$ cat config.mk
export PLATFORM = sky130hd
export DESIGN_NAME = sea_access
export DESIGN_NICKNAME = d
export VERILOG_FILES = /design/src/rtl/sea_pkg.sv /design/src/rtl/sea_access.sv /design/src/rtl/sea_tx.sv
export SDC_FILE = /design/constraint.sdc
export NUM_CORES = 1
export LEC_CHECK = 0
export CAP_MARGIN = 30
export CORE_MARGIN = 2
export CORE_UTILIZATION = 40
export DETAILED_ROUTE_END_ITERATION = 8
export DONT_BUFFER_PORTS = 1
export HOLD_SLACK_MARGIN = 0.08
export PLACE_DENSITY = 0.59
export SETUP_SLACK_MARGIN = 0.4
export SLEW_MARGIN = 40
export SYNTH_ARGS = -nofsm -noshare
export SYNTH_HDL_FRONTEND = slang
export SYNTH_SLANG_ARGS = --single-unit
$ cat constraint.sdc
create_clock -name clock -period 3.9 [get_ports clock]
set_input_delay 0.39 -clock clock [delete_from_list [all_inputs] [get_ports clock]]
set_output_delay 0.39 -clock clock [all_outputs]
set_load 0.01 [all_outputs]
$ cat src/rtl/sea_pkg.sv
// sea_pkg: constants and types for the serial eeprom access sequencer
package sea_pkg;

  // ****************************************************************
  // link framing
  // ****************************************************************
  localparam int DATA_BITS = 8;
  localparam int STOP_BITS = 1;
  localparam int PARITY_EN = 0;
  localparam int FRAME_BITS = 1 + DATA_BITS + PARITY_EN + STOP_BITS;
  localparam logic [3:0] FRAME_LAST = 4'(FRAME_BITS - 1);
  // level the memory input sees for each framing bit and when idle
  localparam logic START_LEVEL = 1'b1;
  localparam logic STOP_LEVEL = 1'b0;
  localparam logic IDLE_LEVEL = 1'b0;

  // ****************************************************************
  // commands
  // ****************************************************************
  localparam logic [3:0] OPC_ERASE = 4'h3;
  localparam logic [3:0] OPC_WRITE = 4'h2;
  localparam logic [3:0] OPC_READ = 4'h1;
  localparam int ADDR_W = 4;
  localparam int PAYLOAD_W = 12;
  localparam int WORD_W = 16;
  localparam logic [1:0] BYTES_SHORT = 2'h1;
  localparam logic [1:0] BYTES_WRITE = 2'h3;
  // rising link edges watched after the read command empties
  localparam logic [4:0] RX_RISES = 5'h13;
  localparam logic [4:0] RX_WORD_RISES = 5'h10;
  // stored bit positions of the usable payload
  localparam int HI_TOP = 13;
  localparam int LO_TOP = 3;

  // ****************************************************************
  // timing
  // ****************************************************************
  localparam int CLK_HZ = 10_000_000;
  localparam int PROG_TIME_MS = 30;
  localparam int PROG_CYCLES = PROG_TIME_MS * (CLK_HZ / 1000);

  typedef enum logic [1:0] {
    OP_READ = 2'h0,
    OP_ERASE = 2'h1,
    OP_WRITE = 2'h2
  } sea_op_type;

  typedef enum logic [2:0] {
    ST_IDLE = 3'h0,
    ST_SEL = 3'h1,
    ST_SEND = 3'h3,
    ST_DRAIN = 3'h2,
    ST_WAIT = 3'h6,
    ST_RECV = 3'h7
  } sea_state_type;

  typedef struct packed {
    sea_op_type op;
    logic [ADDR_W-1:0] addr;
    logic [PAYLOAD_W-1:0] data;
  } sea_req_type;

  typedef struct packed {
    logic [PAYLOAD_W-1:0] data;
    logic read;
  } sea_rsp_type;

endpackage

$ cat src/rtl/sea_access.sv
// sea_access: erase, write and read sequencer for a serial eeprom link
// Summary of operation
// - link framing fixed at external 1x clock, 8 data, 1 stop, no parity
// - select goes high before any command byte of a transfer
// - transfer starts only once transmitter holds no earlier byte
// - every write is preceded by an erase transfer of that word
// - erase byte: low two bits one, high nibble address reversed
// - after erase or write empties, select low then 30 ms wait
// - write sends command then two data bytes, loaded when hold empties
// - write byte: start is leading one, opcode 0100, then A3..A0
// - framing bits between bytes become four unusable stored bits
// - payload twelve bits: byte two to D13..D6, byte three to D3..D0
// - read byte holds read opcode low and reversed address high
// - after read command empties collect two received bytes
// - select output high means the memory is chosen
// - transmit feeds memory input, memory output feeds receive
`timescale 1ns/100ps
module sea_access #(
  parameter int PROG_CYCLES = sea_pkg::PROG_CYCLES
) (
  input wire logic clock,
  input wire logic arst_n,
  input wire logic memory_serial_clock,
  input wire logic rx_line,
  input wire logic req_valid,
  input sea_pkg::sea_req_type req,
  output logic req_ready,
  output logic done,
  output sea_pkg::sea_rsp_type rsp,
  output logic memory_serial_in,
  output logic memory_select
);

  // ****************************************************************
  // state
  // ****************************************************************
  typedef struct packed {
    logic [2:0] clk_sync;
    logic [1:0] rx_sync;
    sea_pkg::sea_state_type st;
    sea_pkg::sea_op_type op;
    logic [3:0] addr;
    logic [11:0] data;
    logic erase_phase;
    logic [1:0] idx;
    logic [31:0] timer;
    logic [4:0] rises;
    logic [15:0] word;
    logic ready;
    logic done;
    sea_pkg::sea_rsp_type rsp;
    logic select;
  } sea_state_bundle_type;

  sea_state_bundle_type s_q, s_d;
  logic link_rise;
  logic link_fall;
  logic hold_empty;
  logic shift_empty;
  logic load_valid;
  logic [7:0] load_byte;

  // ****************************************************************
  // helpers
  // ****************************************************************
  function automatic logic [7:0] cmd_byte(input logic [3:0] opc,
                                          input logic [3:0] a);
    // address bit 3 sits at byte bit 4
    cmd_byte = {a[0], a[1], a[2], a[3], opc};
  endfunction

  function automatic logic [11:0] unmap_word(input logic [15:0] w);
    logic [11:0] r;
    r = '0;
    for (int i = 0; i < 8; i++) begin
      r[i] = w[sea_pkg::HI_TOP - i];
    end
    for (int j = 0; j < 4; j++) begin
      r[8 + j] = w[sea_pkg::LO_TOP - j];
    end
    unmap_word = r;
  endfunction

  // link edges come from the synchronised copy only
  assign link_rise = s_q.clk_sync[1] && !s_q.clk_sync[2];
  assign link_fall = !s_q.clk_sync[1] && s_q.clk_sync[2];

  // ****************************************************************
  // byte source
  // ****************************************************************
  always_comb begin
    load_byte = '0;
    load_valid = 1'b0;
    if (s_q.st == sea_pkg::ST_SEND && hold_empty) begin
      load_valid = 1'b1;
      if (s_q.erase_phase) begin
        load_byte = cmd_byte(sea_pkg::OPC_ERASE, s_q.addr);
      end else if (s_q.op == sea_pkg::OP_READ) begin
        load_byte = cmd_byte(sea_pkg::OPC_READ, s_q.addr);
      end else begin
        unique case (s_q.idx)
          2'h0: load_byte = cmd_byte(sea_pkg::OPC_WRITE, s_q.addr);
          2'h1: load_byte = s_q.data[7:0];
          default: load_byte = {4'h0, s_q.data[11:8]};
        endcase
      end
    end
  end

  // ****************************************************************
  // sequencer
  // ****************************************************************
  always_comb begin
    s_d = s_q;
    s_d.clk_sync = {s_q.clk_sync[1:0], memory_serial_clock};
    s_d.rx_sync = {s_q.rx_sync[0], rx_line};
    s_d.done = 1'b0;
    unique case (s_q.st)
      sea_pkg::ST_IDLE: begin
        s_d.ready = 1'b1;
        if (req_valid && s_q.ready) begin
          s_d.ready = 1'b0;
          s_d.op = req.op;
          s_d.addr = req.addr;
          s_d.data = req.data;
          s_d.erase_phase = (req.op != sea_pkg::OP_READ);
          s_d.st = sea_pkg::ST_SEL;
        end
      end
      sea_pkg::ST_SEL: begin
        s_d.select = 1'b1;
        s_d.idx = 2'h0;
        if (shift_empty && s_q.select) begin
          s_d.st = sea_pkg::ST_SEND;
        end
      end
      sea_pkg::ST_SEND: begin
        if (load_valid) begin
          s_d.idx = s_q.idx + 2'h1;
          if (s_q.erase_phase || s_q.op == sea_pkg::OP_READ) begin
            if (s_q.idx + 2'h1 == sea_pkg::BYTES_SHORT) begin
              s_d.st = sea_pkg::ST_DRAIN;
            end
          end else if (s_q.idx + 2'h1 == sea_pkg::BYTES_WRITE) begin
            s_d.st = sea_pkg::ST_DRAIN;
          end
        end
      end
      sea_pkg::ST_DRAIN: begin
        s_d.rises = '0;
        if (shift_empty) begin
          if (!s_q.erase_phase && s_q.op == sea_pkg::OP_READ) begin
            s_d.st = sea_pkg::ST_RECV;
          end else begin
            s_d.select = 1'b0;
            s_d.timer = '0;
            s_d.st = sea_pkg::ST_WAIT;
          end
        end
      end
      sea_pkg::ST_WAIT: begin
        s_d.timer = s_q.timer + 32'h1;
        if (s_q.timer + 32'h1 >= 32'(PROG_CYCLES)) begin
          if (s_q.erase_phase && s_q.op == sea_pkg::OP_WRITE) begin
            s_d.erase_phase = 1'b0;
            s_d.st = sea_pkg::ST_SEL;
          end else begin
            s_d.done = 1'b1;
            s_d.rsp.read = 1'b0;
            s_d.st = sea_pkg::ST_IDLE;
          end
        end
      end
      sea_pkg::ST_RECV: begin
        if (link_rise) begin
          s_d.rises = s_q.rises + 5'h1;
          if (s_q.rises < sea_pkg::RX_WORD_RISES) begin
            s_d.word = {s_q.word[14:0], s_q.rx_sync[1]};
          end
          if (s_q.rises + 5'h1 == sea_pkg::RX_RISES) begin
            s_d.select = 1'b0;
            s_d.done = 1'b1;
            s_d.rsp.read = 1'b1;
            s_d.rsp.data = unmap_word(s_q.word);
            s_d.st = sea_pkg::ST_IDLE;
          end
        end
      end
    endcase
  end

  always_ff @(posedge clock or negedge arst_n) begin
    if (!arst_n) begin
      s_q <= '0;
    end else begin
      s_q <= s_d;
    end
  end

  // ****************************************************************
  // transmitter
  // ****************************************************************
  sea_tx u_tx (
    .clock(clock),
    .arst_n(arst_n),
    .link_fall(link_fall),
    .load_valid(load_valid),
    .load_byte(load_byte),
    .hold_empty(hold_empty),
    .shift_empty(shift_empty),
    .line(memory_serial_in)
  );

  assign req_ready = s_q.ready;
  assign done = s_q.done;
  assign rsp = s_q.rsp;
  assign memory_select = s_q.select;

endmodule

$ cat src/rtl/sea_tx.sv
// sea_tx: transmit holding register and frame shifter on link edges
`timescale 1ns/100ps
module sea_tx (
  input wire logic clock,
  input wire logic arst_n,
  input wire logic link_fall,
  input wire logic load_valid,
  input wire logic [7:0] load_byte,
  output logic hold_empty,
  output logic shift_empty,
  output logic line
);

  typedef struct packed {
    logic [9:0] shift;
    logic [3:0] cnt;
    logic [7:0] hold;
    logic hold_full;
    logic active;
    logic line;
  } sea_tx_state_type;

  sea_tx_state_type s_q, s_d;

  assign hold_empty = !s_q.hold_full;
  assign shift_empty = !s_q.active && !s_q.hold_full;
  assign line = s_q.line;

  always_comb begin
    s_d = s_q;
    if (link_fall) begin
      if (s_q.cnt != 4'h0) begin
        s_d.line = s_q.shift[0];
        s_d.shift = {1'b0, s_q.shift[9:1]};
        s_d.cnt = s_q.cnt - 4'h1;
      end else if (s_q.hold_full) begin
        // one start, eight data, one stop, no parity
        s_d.line = sea_pkg::START_LEVEL;
        s_d.shift = {1'b0, sea_pkg::STOP_LEVEL, s_q.hold};
        s_d.cnt = sea_pkg::FRAME_LAST;
        s_d.hold_full = 1'b0;
        s_d.active = 1'b1;
      end else begin
        s_d.line = sea_pkg::IDLE_LEVEL;
        s_d.active = 1'b0;
      end
    end
    if (load_valid && !s_q.hold_full) begin
      s_d.hold = load_byte;
      s_d.hold_full = 1'b1;
    end
  end

  always_ff @(posedge clock or negedge arst_n) begin
    if (!arst_n) begin
      s_q <= '0;
    end else begin
      s_q <= s_d;
    end
  end

endmodule

==> results.cfg, run 1 <==
[grt]
grt_start_max_net_pins = 120
global_route_wire_length_before_repair_mm = 22.6
vias_in_the_first_global_route = 4550
globalRouteTotalUtil_pct = 17.3
grt_overflow_total = 0
antenna_found_initial = 0

[yosys]
synth.ff_latch_count = 119
synth.distinct_cells = 66
yosys_most_used_dff = sky130_fd_sc_hd__dfrtp_1
synth_enable_flop_cells = 0
synth.avg_cell_area_um2 = 9.90
yosysSeqAreaShare_pct = 48.3
synth_warnings = 0
ys_async_sr_fraction_pct = 100
netlist_area_mm2 = 0.00616
synth.net_count = 651
postSynthCellCount = 622

[hold_path]
worstHoldPathType = in2reg

[critical_path]
critical-path-max-stage-delay_ns = 0.54
critPathSlowestCell = sky130_fd_sc_hd__or4_1
timing.critical_path.fanout_max = 10
crit_arrival_ns = 3.30
cell_family_with_the_largest_share_of_critical_path_delay = simple AND/OR/NAND/NOR gates
timing.critical_path.cells = ha_1 > and4_1 > and3_1 > and2_1 > a31oi_1 > a221oi_1 > a2bb2oi_2 > or4_1 > nand3_1
cp_data_required_time_ns = 4.25
critical_path_buf_inv_count = 0
r2r_setup_slack_ns = 0.96
critical_path.endpoint_type = register
worst-setup-path-type = reg2reg
worst_setup_path_start_kind = register

[place]
placement.io_buffers = 0
dp.final_hpwl_mm = 8.85
routabilityCongestion = 0.868

[pwr]
p_per_area_mw_per_mm2 = 650
ir_worst_vdd_v = 0.000426
cellLeakagePower_nw = 2.87

[sta]
number_of_hold_violations_in_the_final_report = 0
clock.fmax_ghz = 0.340
grt_setup_unrepaired = false
setup_viol = 0
pins_over_slew_limit = 0
headroom_to_the_max_slew_limit_pct = 50.3
fin_tns_setup_ns = 0
hold_slack_ns = 0.122
final.min_clock_period_ns = 2.94
final.setup_skew_ns = 0.00889
worst-slew-pin-transition_ns = 0.746
final.period_utilization_pct = 75.5

[clocking]
cts.clk_slew.worst_paths_ns = 0.06
clock_tree.htree_level_count = 4
worstSkewPairLatency_ns = 0.42
post_cts_gate_resize_count = 0
tritoncts = built
max-clock-path-buffers = 2
cts-buffers-inserted = 17
sink_count = 119
clockRootBuffer = sky130_fd_sc_hd__clkbuf_16

[die]
die_width_um = 128
die_area_mm2 = 0.0164
floorplan.rows = 45
ios = 40
initial_utilization_pct = 40.7
fp.dieH_um = 128
core_region_area_mm2 = 0.0151

[routing]
vias = 4632
detail_route.wl_per_cell_um = 16.8
totalWireLength_mm = 13.4
route.antenna.remaining_nets = 0
drt_iter0_markers = 373
via_per_inst = 5.78
drt_pass1_iterations = 5
drc_errors = 0

[finish]
final_layout_size_suffix_gt1_share_pct = 17.3
most_common_library_cell_in_the_layout_ignoring_fill_and_taps = sky130_fd_sc_hd__dfrtp_1
num_antenna_cells = 0
area_delta_synth_final_pct = 10.6
fin_nets = 630
final_cell_mix = sky130_fd_sc_hd__dfrtp_1 (119), sky130_fd_sc_hd__o21ai_0 (77), sky130_fd_sc_hd__nor2_1 (55), sky130_fd_sc_hd__nand2_1 (49), sky130_fd_sc_hd__mux2_2 (49)

[job]
max_cap_viol_count = 0

[run_status]
status = completed
==> metrics by stage <==
step | power (mW) | std cells | cell area [um^2] | setup slack [ns] | utilization, %
4_1_cts | 4.45 | 801 | 6810 | 0.982 | 45.0
5_1_grt | 4.70 | 801 | 6810 | 0.776 | 45.0
3_3_place_gp | 2.71 | 766 | 6140 | 1.11 | 40.5
2_1_floorplan | 2.50 | 622 | 6160 | 1.24 | -
3_5_place_dp | 2.77 | 766 | 6140 | 1.00 | 40.6
6_report | 4.42 | 801 | 6810 | 0.956 | 45.0
==> synth_stat cells (4+ instances only) <==
cell | instances | area share [%]
sky130_fd_sc_hd__clkbuf_1 | 20 | 1.2
sky130_fd_sc_hd__nand3_1 | 34 | 2.8
sky130_fd_sc_hd__nor2_1 | 56 | 3.4
sky130_fd_sc_hd__o31ai_1 | 12 | 1.5
sky130_fd_sc_hd__and3_1 | 5 | 0.51
sky130_fd_sc_hd__o21ai_0 | 77 | 6.3
sky130_fd_sc_hd__buf_4 | 17 | 2.1
sky130_fd_sc_hd__a21oi_1 | 22 | 1.8
sky130_fd_sc_hd__mux2i_1 | 10 | 1.6
sky130_fd_sc_hd__ha_1 | 6 | 1.2
sky130_fd_sc_hd__buf_2 | 4 | 0.33
sky130_fd_sc_hd__inv_1 | 9 | 0.55
sky130_fd_sc_hd__xnor2_1 | 5 | 0.71
sky130_fd_sc_hd__dfrtp_1 | 119 | 48
sky130_fd_sc_hd__or3_1 | 5 | 0.51
sky130_fd_sc_hd__o41ai_1 | 4 | 0.57
sky130_fd_sc_hd__nor3_1 | 11 | 0.89
sky130_fd_sc_hd__buf_1 | 4 | 0.24
sky130_fd_sc_hd__nand2_1 | 49 | 3.0
sky130_fd_sc_hd__nand2b_1 | 9 | 0.91
sky130_fd_sc_hd__a221oi_1 | 6 | 0.85
sky130_fd_sc_hd__mux2_2 | 49 | 9.0
sky130_fd_sc_hd__nand4_1 | 14 | 1.4
sky130_fd_sc_hd__a31oi_1 | 8 | 0.81
==> power breakdown <==
group / switching [mW] / total (mW) / internal (mW)
registers: 0.271 / 1.77 / 1.50
clock network: 0.564 / 1.62 / 1.06
logic: 0.619 / 1.03 / 0.407
==> flip-flops by register name, summed over array words and instances, names as in the netlist <==
register	cells
s_q	77
u_tx.s_q	22
rsp	13
s_d	3
done	1
memory_select	1
req_ready	1
u_tx.line	1
==> cells by family (layout without fill, tap and decap cells) <==
family                     after synthesis  after routing  share of synthesized area (%)
and+or+nand+nor                        212            212                           17.3
AOI/OAI and AO/OA                      161            161                           16.2
DFF                                    119            119                           48.3
muxes                                   59             59                           10.6
buffers and inverters                   57             48                           5.28
xor gates and xnor gates                 8              8                           1.14
adders and majority gates                6              6                           1.22
==> path summary, 6_finish.rpt <==
| path | start | end | cells after the start |
|---|---|---|---|
| setup / recovery | s_q[38] | s_q[92] | 9 |
| hold / removal | req[13] | s_q[85] | 1 |
| setup reg to reg | s_q[38] | s_q[92] | 9 |
| min in group asynchronous | arst_n | s_q[43] | 2 |
| hold reg to reg | s_d[96] | s_d[97] | 0 |
| max in group asynchronous | arst_n | s_q[56] | 2 |
==> layout make-up <==
type,count,area [um^2]
flip-flops and latches,119,2980
clock buffers,18,429
multi-input cells,446,2870
fillers,1387,8340
repair buffers,8,87.6
well taps,188,235
clock inverters,13,180
inverters,9,33.8
==> per-layer routing <==
metal  vias up  track usage, %  part of all wire, %
met5         -               0                    0
met4         0            5.37                 0.83
met3        11            5.68                  5.1
met2        98            26.3                   47
met1      2301            23.6                   48
li1       2222               -                    -
==> timing repair <==
| action | in CTS | in global routing |
|---|---|---|
| hold buffers | 4 | 0 |
| buffers inserted | 0 | 0 |
| endpoints found under the hold margin | 121 | 0 |
No activity file was read; power rests on OpenSTA's default activity.
==> run 2: changes to the inputs <==
--- a/config.mk
+++ b/config.mk
@@ -11,7 +11,7 @@
 export DETAILED_ROUTE_END_ITERATION = 8
 export DONT_BUFFER_PORTS = 1
 export HOLD_SLACK_MARGIN = 0.08
-export PLACE_DENSITY = 0.59
+export PLACE_DENSITY = 0.61
 export SETUP_SLACK_MARGIN = 0.4
 export SLEW_MARGIN = 40
 export SYNTH_ARGS = -nofsm -noshare
==> constraint.sdc (replaced) <==
create_clock -name clock -period 2.7 [get_ports clock]
set_input_delay 0.27 -clock clock [delete_from_list [all_inputs] [get_ports clock]]
set_output_delay 0.27 -clock clock [all_outputs]
set_load 0.01 [all_outputs]
==> results.cfg, run 2 (synthesis results as in run 1) <==
[pwr]
clkPwrFrac_pct = 37.2
cellLeakagePower_nw = 3.27
total_power_mw = 6.65
p_per_area_mw_per_mm2 = 876
sequential_group_share_of_total_power_pct = 38.4
share_of_power_burned_in_combinational_logic_pct = 24.4
power_switching_share_pct = 32.5
power_switching_mw = 2.16
ir_worst_vdd_v = 0.000510
p_int_mw = 4.48

[sta]
grt_setup_unrepaired = true
setup_viol = 0
final.min_clock_period_ns = 2.39
final.setup_skew_ns = 0.0103
headroom_to_the_max_slew_limit_pct = 66.3
final.period_utilization_pct = 88.7
hold_slack_ns = -0.460
worst-slew-pin-transition_ns = 0.506
fin_tns_setup_ns = 0
pins_over_slew_limit = 0
number_of_hold_violations_in_the_final_report = 119
clock.fmax_ghz = 0.418

[critical_path]
critical_path.endpoint_type = register
timing.critical_path.fanout_max = 5
worst_setup_path_start_kind = register
ff2ff_path_depth = 10
timing.rr.end = s_q[92]
worst-setup-path-type = reg2reg
crit_arrival_ns = 2.75
r2r_setup_slack_ns = 0.31
crit_end = s_q[92]
crit-reg2reg-launch = s_q[37]
cp_data_required_time_ns = 3.06
crit_path_start = s_q[37]

[clocking]
cts-buffers-inserted = 17
cts.clk_slew.worst_paths_ns = 0.06
clockRootBuffer = sky130_fd_sc_hd__clkbuf_16
sink_count = 119
worstSkewPairLatency_ns = 0.42
tritoncts = built
max-clock-path-buffers = 2
holdBufCountCts = 20
clock_tree.htree_level_count = 4

[routing]
detail_route.wl_per_cell_um = 16.7
drt_pass1_iterations = 5
totalWireLength_mm = 14.7
via_per_inst = 5.75
vias = 5061
drt_iter0_markers = 319
route.antenna.remaining_nets = 0
drc_errors = 0

[die]
ios = 40
fp.dieH_um = 128
die_width_um = 128
core_region_area_mm2 = 0.0151
floorplan.rows = 45
die_area_mm2 = 0.0164
initial_utilization_pct = 40.7

[finish]
final_cell_mix = sky130_fd_sc_hd__dfrtp_1 (105), sky130_fd_sc_hd__o21ai_0 (77), sky130_fd_sc_hd__buf_4 (66), sky130_fd_sc_hd__nor2_1 (53), sky130_fd_sc_hd__mux2_2 (49)
area_delta_synth_final_pct = 23.2
most_common_library_cell_in_the_layout_ignoring_fill_and_taps = sky130_fd_sc_hd__dfrtp_1
largest_reg_flops = 77
final_layout_size_suffix_gt1_share_pct = 28.6
num_antenna_cells = 0
largest-register = s_q
finish.instance_area_mm2 = 0.00759
fin_nets = 708

[place]
place_area_mm2 = 0.00629
routabilityCongestion = 0.900
placement.io_buffers = 0
dp.final_hpwl_mm = 9.03

[hold_path]
worstHoldPathType = in2async

[grt]
antenna_found_initial = 0
global_route_wire_length_before_repair_mm = 24.3
vias_in_the_first_global_route = 5008
grt_overflow_total = 0
grt_start_max_net_pins = 120
globalRouteTotalUtil_pct = 18.6

[run_status]
failed_checks = negative hold slack
status = finished, violations left

[job]
max_cap_viol_count = 0
==> run 2: worst min-delay path by stage <==
stage               startpoint            to  slack [ns]
floorplan               arst_n          done       -0.03
global placement        arst_n  u_tx.s_q[21]       -0.02
detailed placement      arst_n  u_tx.s_q[20]       -0.01
CTS                     arst_n  u_tx.s_q[22]       -0.47
global route            arst_n  u_tx.s_q[22]       -0.48
finish                  arst_n       s_q[77]       -0.46
==> run 2: power by group through the flow <==
stage | registers [mW] | logic [mW] | clock network [mW]
floorplan | 2.42 | 1.20 | 0
global placement | 2.55 | 1.44 | 0
detailed placement | 2.57 | 1.49 | 0
CTS | 2.54 | 1.61 | 2.50
global route | 2.61 | 1.82 | 2.59
finish | 2.55 | 1.62 | 2.47
==> run 2: layer usage <==
metal	wire (um)	part of all wire (%)	global-route usage, %
met5	0	0	0
met4	238	1.6	7.24
met3	761	5.2	5.22
met2	6900	47	28.8
met1	6790	46	24.9
==> run 2: through the flow <==
step                      util, %  hold WS [ns]  cells  setup WS [ns]
after floorplan                 -       -0.0256    622          0.274
after global placement       41.5       -0.0157    785          0.173
after detailed placement     41.5       -0.0144    785         0.0529
after CTS                    49.2        -0.465    867          0.353
after global routing         50.1        -0.475    880          0.182
final                        50.1        -0.460    880          0.305
==> run 2: timing repair <==
item,CTS,global route
endpoints found under the hold margin,139,119
gates resized for setup,28,9
setup endpoints to repair,6,6
pin swaps,10,9
setup buffers,30,13
==> run 2: worst max-delay path, cell delays in order (launching register included) <==
cell and delay [ns]:
sky130_fd_sc_hd__dfrtp_2 0.45, sky130_fd_sc_hd__ha_4 0.19, sky130_fd_sc_hd__nand4_1 0.08, sky130_fd_sc_hd__buf_4 0.17, sky130_fd_sc_hd__buf_4 0.12, sky130_fd_sc_hd__o21ai_0 0.08, sky130_fd_sc_hd__mux2_2 0.30, sky130_fd_sc_hd__a221oi_4 0.27
sky130_fd_sc_hd__a2bb2oi_4 0.11, sky130_fd_sc_hd__or4_1 0.47, sky130_fd_sc_hd__nand3_1 0.09
==> run 2: layout make-up <==
type                    count  area (um^2)
multi-input cells         446         2980
clock inverters            12          189
repair buffers             86          696
flip-flops and latches    119         3000
well taps                 188          235
clock buffers              20          457
fillers                  1292         7560
inverters                   9         33.8
